--- config.mk ---
export PLATFORM = sky130hd
export DESIGN_NAME = lin_capable_fifo_uart
export DESIGN_NICKNAME = d
export VERILOG_FILES = /design/src/core/euart_pkg.sv /design/src/core/lin_capable_fifo_uart.sv
export VERILOG_INCLUDE_DIRS = /design/src /design/src/core
export SDC_FILE = /design/constraint.sdc
export NUM_CORES = 1
export LEC_CHECK = 0
export ABC_AREA = 1
export BUFFER_PORTS_ARGS = -buffer_cell sky130_fd_sc_hd__buf_2
export CAP_MARGIN = 20
export CORE_ASPECT_RATIO = 1.5
export CORE_UTILIZATION = 50
export DETAILED_ROUTE_END_ITERATION = 6
export PLACE_DENSITY = 0.68
export SLEW_MARGIN = 20
export SYNTH_ARGS = -nofsm -noshare
export SYNTH_HDL_FRONTEND = slang
export SYNTH_SLANG_ARGS = --single-unit
--- constraint.sdc ---
create_clock -name clk -period 2.88 [get_ports clk]
set_input_delay 0.72 -clock clk [delete_from_list [all_inputs] [get_ports clk]]
set_output_delay 0.72 -clock clk [all_outputs]
set_load 0.01 [all_outputs]
--- src/core/euart_defs.svh ---
// register map, field positions and fixed counts of the serial unit
`ifndef EUART_DEFS_SVH
`define EUART_DEFS_SVH
`define ADR_LINE_CFG 8'hb1
`define ADR_EXT_CFG 8'hb2
`define ADR_FIFO_LVL 8'hb3
`define ADR_DATA 8'hb5
`define ADR_BAUD_LO 8'hb6
`define ADR_BAUD_HI 8'hb7
`define ADR_BRK_CFG 8'hc1
`define REG_RESET 8'h00
`define BIT_EN 7
`define BIT_S2 6
`define BIT_BREAK 3
`define BIT_OD 2
`define BIT_PC 1
`define BIT_PF 0
`define BIT_RXACT 7
`define BIT_ERRF 6
`define BIT_ABTX 5
`define BIT_ABRX 4
`define BIT_LBK 3
`define BIT_ERRIE 2
`define BIT_FLUSH 1
`define BIT_INV 0
`define BIT_BRKIE 7
`define BIT_BRKF 3
`define BIT_BSYNC 2
`define RX_THR_FLUSH 4'hf
`define TX_THR_FLUSH 4'h0
`define WORD_BASE 4'h5
`define BREAK_BASE 5'h0d
`define SYNC_BYTE 8'h55
`define FIFO_DEPTH 15
`define FIFO_AW 4
`endif

--- src/core/euart_pkg.sv ---
// state types of the serial unit
`default_nettype none
package euart_pkg;
   typedef enum logic [2:0] {TX_IDLE, TX_BRK, TX_START, TX_DATA, TX_PAR,
      TX_STOP} txst_t;
   typedef enum logic [2:0] {RX_IDLE, RX_START, RX_DATA, RX_PAR,
      RX_STOP} receive_active_t;
endpackage
`default_nettype wire

--- src/core/lin_capable_fifo_uart.sv ---
// fifo uart with break/sync, parity, bit-error abort and loopback
`timescale 1ns/1ps
`default_nettype none
`include "euart_defs.svh"

// How it works
// - separate fifteen-byte transmit and receive queues
// - sixteen-bit divisor clocked from system clock
// - bit time equals divisor plus one
// - enable bit gates sending of queued bytes and receiving; break is sent without it
// - stop bit control picks two or one
// - word length code selects five to eight
// - break drives low, then optional sync byte
// - break length thirteen to sixteen bit times
// - break bit busy, self clears, raises interrupt
// - queued bytes wait until sync sent
// - parity generated, checked, error per byte
// - stick parity sends constant one
// - receive active from start to stop
// - sticky bit error on tx/rx mismatch
// - tx abort on bit error option
// - rx abort on bit error option
// - loopback routes tx into rx
// - flush bit clears queues, self clears
// - queue byte counts readable
// - rx interrupt when count above threshold
// - rx threshold all ones flushes rx
// - tx interrupt when count below threshold
// - tx threshold zero flushes tx
module lin_capable_fifo_uart
   import euart_pkg::*;
#(
   parameter int DEPTH = `FIFO_DEPTH,
   parameter int DIVW = 16
)(
   // clock and reset
   input wire logic clk,
   input wire logic resetn,
   // register port
   input wire logic [7:0] regAddr,
   input wire logic [7:0] regWdata,
   input wire logic regWr,
   input wire logic regRd,
   output logic [7:0] regRdata,
   // serial lines
   input wire logic rxIn,
   output logic txOut,
   // interrupt requests
   output logic rxReadyIrq,
   output logic txRoomIrq,
   output logic breakIrq,
   output logic mismatchIrq
);

   // pointer advance with wrap at queue depth
   function automatic logic [`FIFO_AW-1:0] nextPtr(
      input logic [`FIFO_AW-1:0] p);
      nextPtr = (p == `FIFO_AW'(DEPTH - 1)) ? '0 : p + `FIFO_AW'(1);
   endfunction

   // parity of the low n bits, odd or even
   function automatic logic parityOf(input logic [7:0] d,
      input logic [3:0] n, input logic odd);
      logic acc;
      acc = odd;
      for (int i = 0; i < 8; i++)
         if (4'(i) < n)
            acc = acc ^ d[i];
      parityOf = acc;
   endfunction

   // configuration registers
   logic enable_ff, twoStop_ff, breakBusy_ff, oddPar_ff, parOn_ff;
   logic stickPar_ff;
   logic [1:0] wordLen_ff;
   logic bit_mismatch_flag_ff, abortTx_ff, abortRx_ff, loopback_ff, errIrqEn_ff;
   logic invert_ff, brkIrqEn_ff, brkDone_ff, syncAfter_ff;
   logic [1:0] low_pulse_len_ff;
   logic [3:0] rxThr_ff, txThr_ff;
   logic [DIVW-1:0] divisor_ff;
   logic [7:0] regRdata_ff;

   // queues
   logic [8:0] rxMem_ff [DEPTH];
   logic [7:0] txMem_ff [DEPTH];
   logic [`FIFO_AW-1:0] rxWp_ff, rxRp_ff, rxCnt_ff;
   logic [`FIFO_AW-1:0] txWp_ff, txRp_ff, txCnt_ff;

   // transmitter and receiver state
   txst_t txState_ff;
   receive_active_t rxState_ff;
   logic [DIVW-1:0] txTick_ff, rxTick_ff;
   logic [4:0] txBits_ff;
   logic [3:0] rxBits_ff;
   logic [7:0] txShift_ff, rxShift_ff;
   logic txLine_ff, txSync_ff, rxPerr_ff, rxActive_ff;
   logic rxMeta_ff, rxPin_ff;

   // address decode and access strobes
   wire wrLine = regWr && (regAddr == `ADR_LINE_CFG);
   wire wrExt = regWr && (regAddr == `ADR_EXT_CFG);
   wire wrLvl = regWr && (regAddr == `ADR_FIFO_LVL);
   wire wrData = regWr && (regAddr == `ADR_DATA);
   wire wrBrk = regWr && (regAddr == `ADR_BRK_CFG);
   wire rdData = regRd && (regAddr == `ADR_DATA);

   // flush sources per queue
   wire flushAll = wrExt && regWdata[`BIT_FLUSH];
   wire rxThrFlush = wrLvl && (regWdata[7:4] == `RX_THR_FLUSH);
   wire txThrFlush = wrLvl && (regWdata[3:0] == `TX_THR_FLUSH);

   // serial timing derived from the divisor
   wire [DIVW-1:0] halfBit = divisor_ff >> 1;
   wire txBitEnd = (txTick_ff == divisor_ff);
   wire rxBitEnd = (rxTick_ff == divisor_ff);
   wire txMid = (txTick_ff == halfBit);
   wire [3:0] dataBits = `WORD_BASE + {2'b00, wordLen_ff};
   wire [3:0] txBitsNow = txSync_ff ? 4'h8 : dataBits;
   wire [4:0] brkBits = `BREAK_BASE + {3'b000, low_pulse_len_ff};

   // receive source: internal loop or synchronised pin
   wire rxBit = loopback_ff ? txLine_ff : rxPin_ff;

   // bit error compares what is sent with what comes back
   wire errSet = (txState_ff != TX_IDLE) && txMid
      && (rxBit != txLine_ff);
   wire txAbort = errSet && abortTx_ff;
   wire rxAbort = errSet && abortRx_ff;
   wire txFlush = flushAll || txThrFlush || txAbort;
   wire rxFlush = flushAll || rxThrFlush || rxAbort;

   // queue movements
   wire txFull = (txCnt_ff == `FIFO_AW'(DEPTH));
   wire rxFull = (rxCnt_ff == `FIFO_AW'(DEPTH));
   wire txPush = wrData && !txFull && !txFlush;
   wire txStart = enable_ff && (txState_ff == TX_IDLE) && !breakBusy_ff
      && (txCnt_ff != '0) && !txFlush && !brkStart;
   wire txPop = txStart;
   wire rxDone = (rxState_ff == RX_STOP) && rxBitEnd;
   wire rxPush = rxDone && rxBit && !rxFull && !rxFlush;
   wire rxPop = rdData && (rxCnt_ff != '0) && !rxFlush;
   wire [8:0] rxHead = rxMem_ff[rxRp_ff];
   wire brkStart = wrLine && regWdata[`BIT_BREAK] && !breakBusy_ff;
   wire brkEnd = txSync_ff ? ((txState_ff == TX_STOP) && txBitEnd
      && txBits_ff != 5'h1f) : ((txState_ff == TX_BRK) && txBitEnd
      && (txBits_ff == brkBits - 5'h01) && !syncAfter_ff);

   // received parity check
   wire rxParBad = (rxBit != (stickPar_ff ? 1'b1
      : parityOf(rxShift_ff, dataBits, oddPar_ff)));

   // read multiplexer
   wire [7:0] lineRd = {enable_ff, twoStop_ff, wordLen_ff, breakBusy_ff,
      oddPar_ff, rxHead[8] && (rxCnt_ff != '0), stickPar_ff};
   wire [7:0] extRd = {rxActive_ff, bit_mismatch_flag_ff, abortTx_ff, abortRx_ff,
      loopback_ff, errIrqEn_ff, 1'b0, invert_ff};
   wire [7:0] brkRd = {brkIrqEn_ff, 3'b000, brkDone_ff, syncAfter_ff,
      low_pulse_len_ff};
   wire [7:0] rdMux =
      (regAddr == `ADR_LINE_CFG) ? lineRd :
      (regAddr == `ADR_EXT_CFG) ? extRd :
      (regAddr == `ADR_FIFO_LVL) ? {rxCnt_ff, txCnt_ff} :
      (regAddr == `ADR_DATA) ? rxHead[7:0] :
      (regAddr == `ADR_BAUD_LO) ? divisor_ff[7:0] :
      (regAddr == `ADR_BAUD_HI) ? divisor_ff[15:8] :
      (regAddr == `ADR_BRK_CFG) ? brkRd : `REG_RESET;

   // outputs
   assign regRdata = regRdata_ff;
   assign txOut = txLine_ff ^ invert_ff;
   assign rxReadyIrq = (rxCnt_ff > rxThr_ff);
   assign txRoomIrq = (txCnt_ff < txThr_ff);
   assign breakIrq = brkDone_ff && brkIrqEn_ff;
   assign mismatchIrq = bit_mismatch_flag_ff && errIrqEn_ff;

   // pin synchroniser
   always_ff @(posedge clk)
   begin
      rxMeta_ff <= rxIn;
      rxPin_ff <= rxMeta_ff;
   end

   // read data register, valid the cycle after the strobe
   always_ff @(posedge clk)
   begin
      if (!resetn)
         regRdata_ff <= `REG_RESET;
      else
         regRdata_ff <= regRd ? rdMux : `REG_RESET;
   end

   // software configuration, flags with set winning over clear
   always_ff @(posedge clk)
   begin
      if (!resetn)
      begin
         {enable_ff, twoStop_ff, wordLen_ff, oddPar_ff} <= '0;
         {parOn_ff, stickPar_ff, breakBusy_ff, bit_mismatch_flag_ff} <= '0;
         {abortTx_ff, abortRx_ff, loopback_ff, errIrqEn_ff} <= '0;
         {invert_ff, brkIrqEn_ff, brkDone_ff, syncAfter_ff} <= '0;
         low_pulse_len_ff <= '0;
         rxThr_ff <= '0;
         txThr_ff <= '0;
         divisor_ff <= '0;
      end
      else
      begin
         if (wrLine)
         begin
            enable_ff <= regWdata[`BIT_EN];
            twoStop_ff <= regWdata[`BIT_S2];
            wordLen_ff <= regWdata[5:4];
            oddPar_ff <= regWdata[`BIT_OD];
            parOn_ff <= regWdata[`BIT_PC];
            stickPar_ff <= regWdata[`BIT_PF];
         end
         if (brkStart)
            breakBusy_ff <= 1'b1;
         else if (brkEnd || txFlush)
            breakBusy_ff <= 1'b0;
         if (brkEnd)
            brkDone_ff <= 1'b1;
         else if (wrBrk && !regWdata[`BIT_BRKF])
            brkDone_ff <= 1'b0;
         if (errSet)
            bit_mismatch_flag_ff <= 1'b1;
         else if (wrExt && !regWdata[`BIT_ERRF])
            bit_mismatch_flag_ff <= 1'b0;
         if (wrExt)
         begin
            abortTx_ff <= regWdata[`BIT_ABTX];
            abortRx_ff <= regWdata[`BIT_ABRX];
            loopback_ff <= regWdata[`BIT_LBK];
            errIrqEn_ff <= regWdata[`BIT_ERRIE];
            invert_ff <= regWdata[`BIT_INV];
         end
         if (wrBrk)
         begin
            brkIrqEn_ff <= regWdata[`BIT_BRKIE];
            syncAfter_ff <= regWdata[`BIT_BSYNC];
            low_pulse_len_ff <= regWdata[1:0];
         end
         if (wrLvl && !rxThrFlush)
            rxThr_ff <= regWdata[7:4];
         if (wrLvl && !txThrFlush)
            txThr_ff <= regWdata[3:0];
         if (regWr && (regAddr == `ADR_BAUD_LO))
            divisor_ff[7:0] <= regWdata;
         if (regWr && (regAddr == `ADR_BAUD_HI))
            divisor_ff[15:8] <= regWdata;
      end
   end

   // transmit queue storage and pointers
   always_ff @(posedge clk)
   begin
      if (txPush)
         txMem_ff[txWp_ff] <= regWdata;
      if (!resetn || txFlush)
      begin
         txWp_ff <= '0;
         txRp_ff <= '0;
         txCnt_ff <= '0;
      end
      else
      begin
         if (txPush)
            txWp_ff <= nextPtr(txWp_ff);
         if (txPop)
            txRp_ff <= nextPtr(txRp_ff);
         txCnt_ff <= txCnt_ff + `FIFO_AW'(txPush) - `FIFO_AW'(txPop);
      end
   end

   // receive queue storage and pointers, parity flag kept per byte
   always_ff @(posedge clk)
   begin
      if (rxPush)
         rxMem_ff[rxWp_ff] <= {rxPerr_ff, rxShift_ff};
      if (!resetn || rxFlush)
      begin
         rxWp_ff <= '0;
         rxRp_ff <= '0;
         rxCnt_ff <= '0;
      end
      else
      begin
         if (rxPush)
            rxWp_ff <= nextPtr(rxWp_ff);
         if (rxPop)
            rxRp_ff <= nextPtr(rxRp_ff);
         rxCnt_ff <= rxCnt_ff + `FIFO_AW'(rxPush) - `FIFO_AW'(rxPop);
      end
   end

   // transmitter: break, sync byte and normal frames
   always_ff @(posedge clk)
   begin
      if (!resetn || txFlush)
      begin
         txState_ff <= TX_IDLE;
         txLine_ff <= 1'b1;
         txTick_ff <= '0;
         txBits_ff <= '0;
         txShift_ff <= '0;
         txSync_ff <= 1'b0;
      end
      else
      begin
         txTick_ff <= (txState_ff == TX_IDLE || txBitEnd) ? '0
            : txTick_ff + DIVW'(1);
         case (txState_ff)
            TX_IDLE:
            begin
               txLine_ff <= 1'b1;
               txBits_ff <= '0;
               if (brkStart || breakBusy_ff)
               begin
                  txState_ff <= TX_BRK;
                  txLine_ff <= 1'b0;
               end
               else if (txStart)
               begin
                  txState_ff <= TX_START;
                  txShift_ff <= txMem_ff[txRp_ff];
                  txLine_ff <= 1'b0;
               end
            end
            TX_BRK:
               if (txBitEnd)
               begin
                  txBits_ff <= txBits_ff + 5'h01;
                  if (txBits_ff == brkBits - 5'h01)
                  begin
                     txBits_ff <= '0;
                     if (syncAfter_ff)
                     begin
                        txState_ff <= TX_STOP; // one bit high mark
                        txLine_ff <= 1'b1;
                        txShift_ff <= `SYNC_BYTE;
                        txSync_ff <= 1'b1;
                        txBits_ff <= 5'h1f;
                     end
                     else
                     begin
                        txState_ff <= TX_IDLE;
                        txLine_ff <= 1'b1;
                     end
                  end
               end
            TX_START:
               if (txBitEnd)
               begin
                  txState_ff <= TX_DATA;
                  txLine_ff <= txShift_ff[0];
                  txBits_ff <= 5'h01;
               end
            TX_DATA:
               if (txBitEnd)
               begin
                  if (txBits_ff[3:0] == txBitsNow)
                  begin
                     txBits_ff <= '0;
                     if (parOn_ff && !txSync_ff)
                     begin
                        txState_ff <= TX_PAR;
                        txLine_ff <= stickPar_ff ? 1'b1
                           : parityOf(txShift_ff, dataBits, oddPar_ff);
                     end
                     else
                     begin
                        txState_ff <= TX_STOP;
                        txLine_ff <= 1'b1;
                     end
                  end
                  else
                  begin
                     txLine_ff <= txShift_ff[txBits_ff[2:0]];
                     txBits_ff <= txBits_ff + 5'h01;
                  end
               end
            TX_PAR:
               if (txBitEnd)
               begin
                  txState_ff <= TX_STOP;
                  txLine_ff <= 1'b1;
               end
            TX_STOP:
               if (txBitEnd)
               begin
                  if (txBits_ff == 5'h1f)
                  begin
                     txState_ff <= TX_START; // sync frame after mark
                     txLine_ff <= 1'b0;
                  end
                  else if (twoStop_ff && !txSync_ff
                     && txBits_ff == '0)
                     txBits_ff <= 5'h01;
                  else
                  begin
                     txState_ff <= TX_IDLE;
                     txSync_ff <= 1'b0;
                  end
               end
            default:
               txState_ff <= TX_IDLE;
         endcase
      end
   end

   // receiver: start detect, mid-bit sampling, parity and stop
   always_ff @(posedge clk)
   begin
      if (!resetn || rxFlush)
      begin
         rxState_ff <= RX_IDLE;
         rxTick_ff <= '0;
         rxBits_ff <= '0;
         rxShift_ff <= '0;
         rxPerr_ff <= 1'b0;
         rxActive_ff <= 1'b0;
      end
      else
      begin
         rxTick_ff <= (rxState_ff == RX_IDLE || rxBitEnd) ? '0
            : rxTick_ff + DIVW'(1);
         case (rxState_ff)
            RX_IDLE:
               if (enable_ff && !rxBit)
               begin
                  rxState_ff <= RX_START;
                  rxActive_ff <= 1'b1;
               end
            RX_START:
               if (rxTick_ff == halfBit)
               begin
                  rxTick_ff <= '0;
                  rxBits_ff <= '0;
                  rxShift_ff <= '0;
                  rxPerr_ff <= 1'b0;
                  rxState_ff <= rxBit ? RX_IDLE : RX_DATA;
                  rxActive_ff <= !rxBit;
               end
            RX_DATA:
               if (rxBitEnd)
               begin
                  rxShift_ff[rxBits_ff[2:0]] <= rxBit;
                  rxBits_ff <= rxBits_ff + 4'h1;
                  if (rxBits_ff + 4'h1 == dataBits)
                     rxState_ff <= parOn_ff ? RX_PAR : RX_STOP;
               end
            RX_PAR:
               if (rxBitEnd)
               begin
                  rxPerr_ff <= rxParBad;
                  rxState_ff <= RX_STOP;
               end
            RX_STOP:
               if (rxBitEnd)
               begin
                  rxState_ff <= RX_IDLE;
                  rxActive_ff <= 1'b0;
               end
            default:
               rxState_ff <= RX_IDLE;
         endcase
      end
   end

endmodule
`default_nettype wire

==> results_dict.tcl <==
set metrics [dict create \
    status "finished clean" \
    postLayoutCoreUtil_pct 57.7 \
    hp-start "rxIn" \
    drc 0 \
    crit_buf_inv 4 \
    period_share_pct 94.4 \
    p_per_area_nw_per_um2 626 \
    synth_cell_types 53 \
    cpMostUsedCell "nand2_1" \
    synthesis.area_um2 19600 \
    rows 88 \
    grt_use_met3_pct 3.56 \
    max_freq_mhz 368 \
    p_leak_nw 8.88 \
    clock_skew_ps 33.0 \
    ys_seq_area_share_pct 54.6 \
    cp-end-kind "flop" \
    synth-seq-cells 407 \
    dp_hpwl_um 38200 \
    htree_levels 2 \
    avgSynthCellArea_um2 8.50 \
    grt_pass1_wl_um 83000 \
    fin_tns_setup_ps 0 \
    final.fill_count 3444 \
    synth_area_leaders "edfxtp_1 (39%), dfxtp_1 (16%), nand2_1 (10%)" \
    antenna_found_initial 2 \
    grt_max_degree 56 \
    grt.met1_usage_pct 32.8 \
    die_h_um 244 \
    arrival_ps 3130 \
    slowest_delay_ps 380 \
    hold_viol_final 0 \
    synth_warnings 0 \
    dieArea_um2 40000 \
    slew_violations 0 \
    grt_busiest_layer "met2" \
    whs_ps 281 \
    dr.pass1.iters 6 \
    routed_wl_um 52700 \
    worst_path_dominant_cell_family "simple AND/OR/NAND/NOR gates" \
    wl_per_cell_um 17.9 \
    hold_class "in -> reg" \
    vias_per_cell 5.50 \
    gp_congestion 0.961 \
    num_antenna_cells 0 \
    grt_pass1_vias 15700 \
    yosysTopAreaCell "edfxtp_1" \
    cts_tree "yes" \
    rr_startpoint "divisor_ff[6]$_SDFFE_PN0P_" \
    cts_root_buffer "clkbuf_16" \
    worstSkewPairLatency_ps 550 \
    synth_nets 2357 \
    netlist.area_leader.share_pct 39.1 \
    grt-ovfl-total 0 \
    vias 16200 \
    ios 34 \
    setup_viol 0 \
    die_x_um 164 \
    areaGrowthSynthToFinish_pct 13.5 \
    synth-main-ff-cell "edfxtp_1" \
    ant_nets 0 \
    cp-start-kind "flop" \
    slew_headroom_pct 55.5 \
    critPathLaunch "divisor_ff[6]$_SDFFE_PN0P_" \
    irDropWorstVdd_mv 0.678 \
    maxCapViolCount 0 \
    crit_chain "inv_2 -> nand2_1 -> nand2_1 -> nor2_1 -> nand2_1 -> nor2_2 -> nand4_1 -> nand2_2 -> inv_1 -> nand2_1 -> ha_1 -> inv_1 -> ha_1 -> inv_1 -> fa_1 -> xor2_1 -> nor2_1" \
    yosys.cell_count.top_type "nand2_1" \
    drtIter0Drc 1374 \
    clk_pin_slew_ps 60 \
    cts_buffers 39 \
    grtUsageMet2_pct 46.9 \
    port_buffers 33 \
    synth_common_cells "nand2_1 (522), nor2_1 (362), edfxtp_1 (255)" \
    fp.coreArea_um2 38500 \
    crit_fanout 6 \
    track_usage_pct 27.0 \
    synth_edf_count 255 \
    crit_slowest_cell "fa_1" \
    critical_path_required_ps 3290 \
    post-route-min-period_ps 2720 \
    cts_buffer_depth 3 \
    criticalPathCategory "reg -> reg" \
    synthCells 2306 \
    postSynth.asyncResetShare_pct 0 \
    hold_buffers 0 \
    start_util_pct 50.8 \
    layout-drive-gt1-share_pct 12.8 \
    cts.sinks 407 \
    nets 2473 \
    worst_pin_slew_ps 666 \
]
cells in the final DEF, fill, tap and decap left out, types with 13 or more instances in the layout:
master,Yosys,routed
nand2_1,522,520
nor2_1,362,361
edfxtp_1,255,255
o21ai_0,208,208
inv_1,182,181
dfxtp_1,152,139
a21oi_1,136,136
buf_4,8,118
nand3_1,113,113
clkbuf_16,0,41
o22ai_1,33,33
buf_2,13,33
xor2_1,31,31
inv_2,28,29
ha_1,28,28
nor3_1,25,25
o211ai_1,19,19
nor2_2,18,18
nand4_1,17,17
dfxtp_2,0,13
worst paths after layout:
check / to / slack, ps / depth (start not counted)
worst max-delay path: rxCnt_ff[2]$_SDFF_PP0_ / 160 / 17
worst min-delay path: rxMeta_ff$_DFF_P_ / 280 / 1
worst min register to register: rxPin_ff$_DFF_P_ / 330 / 0
worst max register to register: rxCnt_ff[2]$_SDFF_PP0_ / 160 / 17
sequential cells by signal, summed over array words and instances, names as in the netlist, 3 cells and up, named ones only:
name / flops
rxCnt_ff: 4
txShift_ff: 8
rxThr_ff: 4
txMem_ff: 120
rxState_ff: 3
txState_ff: 3
rxTick_ff: 16
txRp_ff: 4
txCnt_ff: 4
divisor_ff: 16
regRdata: 8
rxRp_ff: 4
rxMem_ff: 135
rxWp_ff: 4
rxShift_ff: 8
txBits_ff: 5
txTick_ff: 16
rxBits_ff: 4
txWp_ff: 4
txThr_ff: 4
layer usage:
metal  part of all wire (%)  vias up
met3                    5.9      152
met1                     40     7559
met4                    4.7        2
met2                     50      565
li1                       -     7928
met5                  0.032        -
metrics by stage:
stage | instance area (um^2) | setup slack, ps | power (mW) | instances
after floorplan | 19600 | 17.0 | 8.33 | 2306
after global placement | 20900 | -177 | 8.87 | 2874
after detailed placement | 20900 | -228 | 8.92 | 2874
after CTS | 22200 | 116 | 14.0 | 2942
after global routing | 22200 | -20.4 | 14.5 | 2944
final | 22200 | 161 | 13.9 | 2944
cells by family after synthesis:
logic type	after synthesis	share of synthesized area (%)
AO/OA/AOI/OAI	428	11.8
XOR/XNOR	42	1.88
adder cells (fa/ha/maj)	30	1.99
buffers and inverters	290	5.93
flip-flops	407	54.6
AND/OR/NAND/NOR	1109	23.7
power breakdown:
group	leakage [nW]	internal, mW	total, mW	switching, mW
logic	4.75	0.764	2.27	1.51
clock network	0.619	2.88	5.11	2.22
registers	3.50	6.36	6.55	0.191
area by class of cell:
class | count | area (um^2) | area share [%]
well taps | 495 | 619 | 2.78
flip-flops and latches | 407 | 10700 | 48.2
clock inverters | 16 | 163 | 0.731
multi-input cells | 1609 | 7740 | 34.8
inverters | 211 | 792 | 3.56
clock buffers | 52 | 1100 | 4.93
repair buffers | 154 | 1110 | 5.00
what timing repair did:
item,4_1_cts,5_1_grt
setup endpoints to repair,0,4
gates resized for setup,0,17
setup buffers,0,2
No activity file was read; power rests on OpenSTA's default activity.
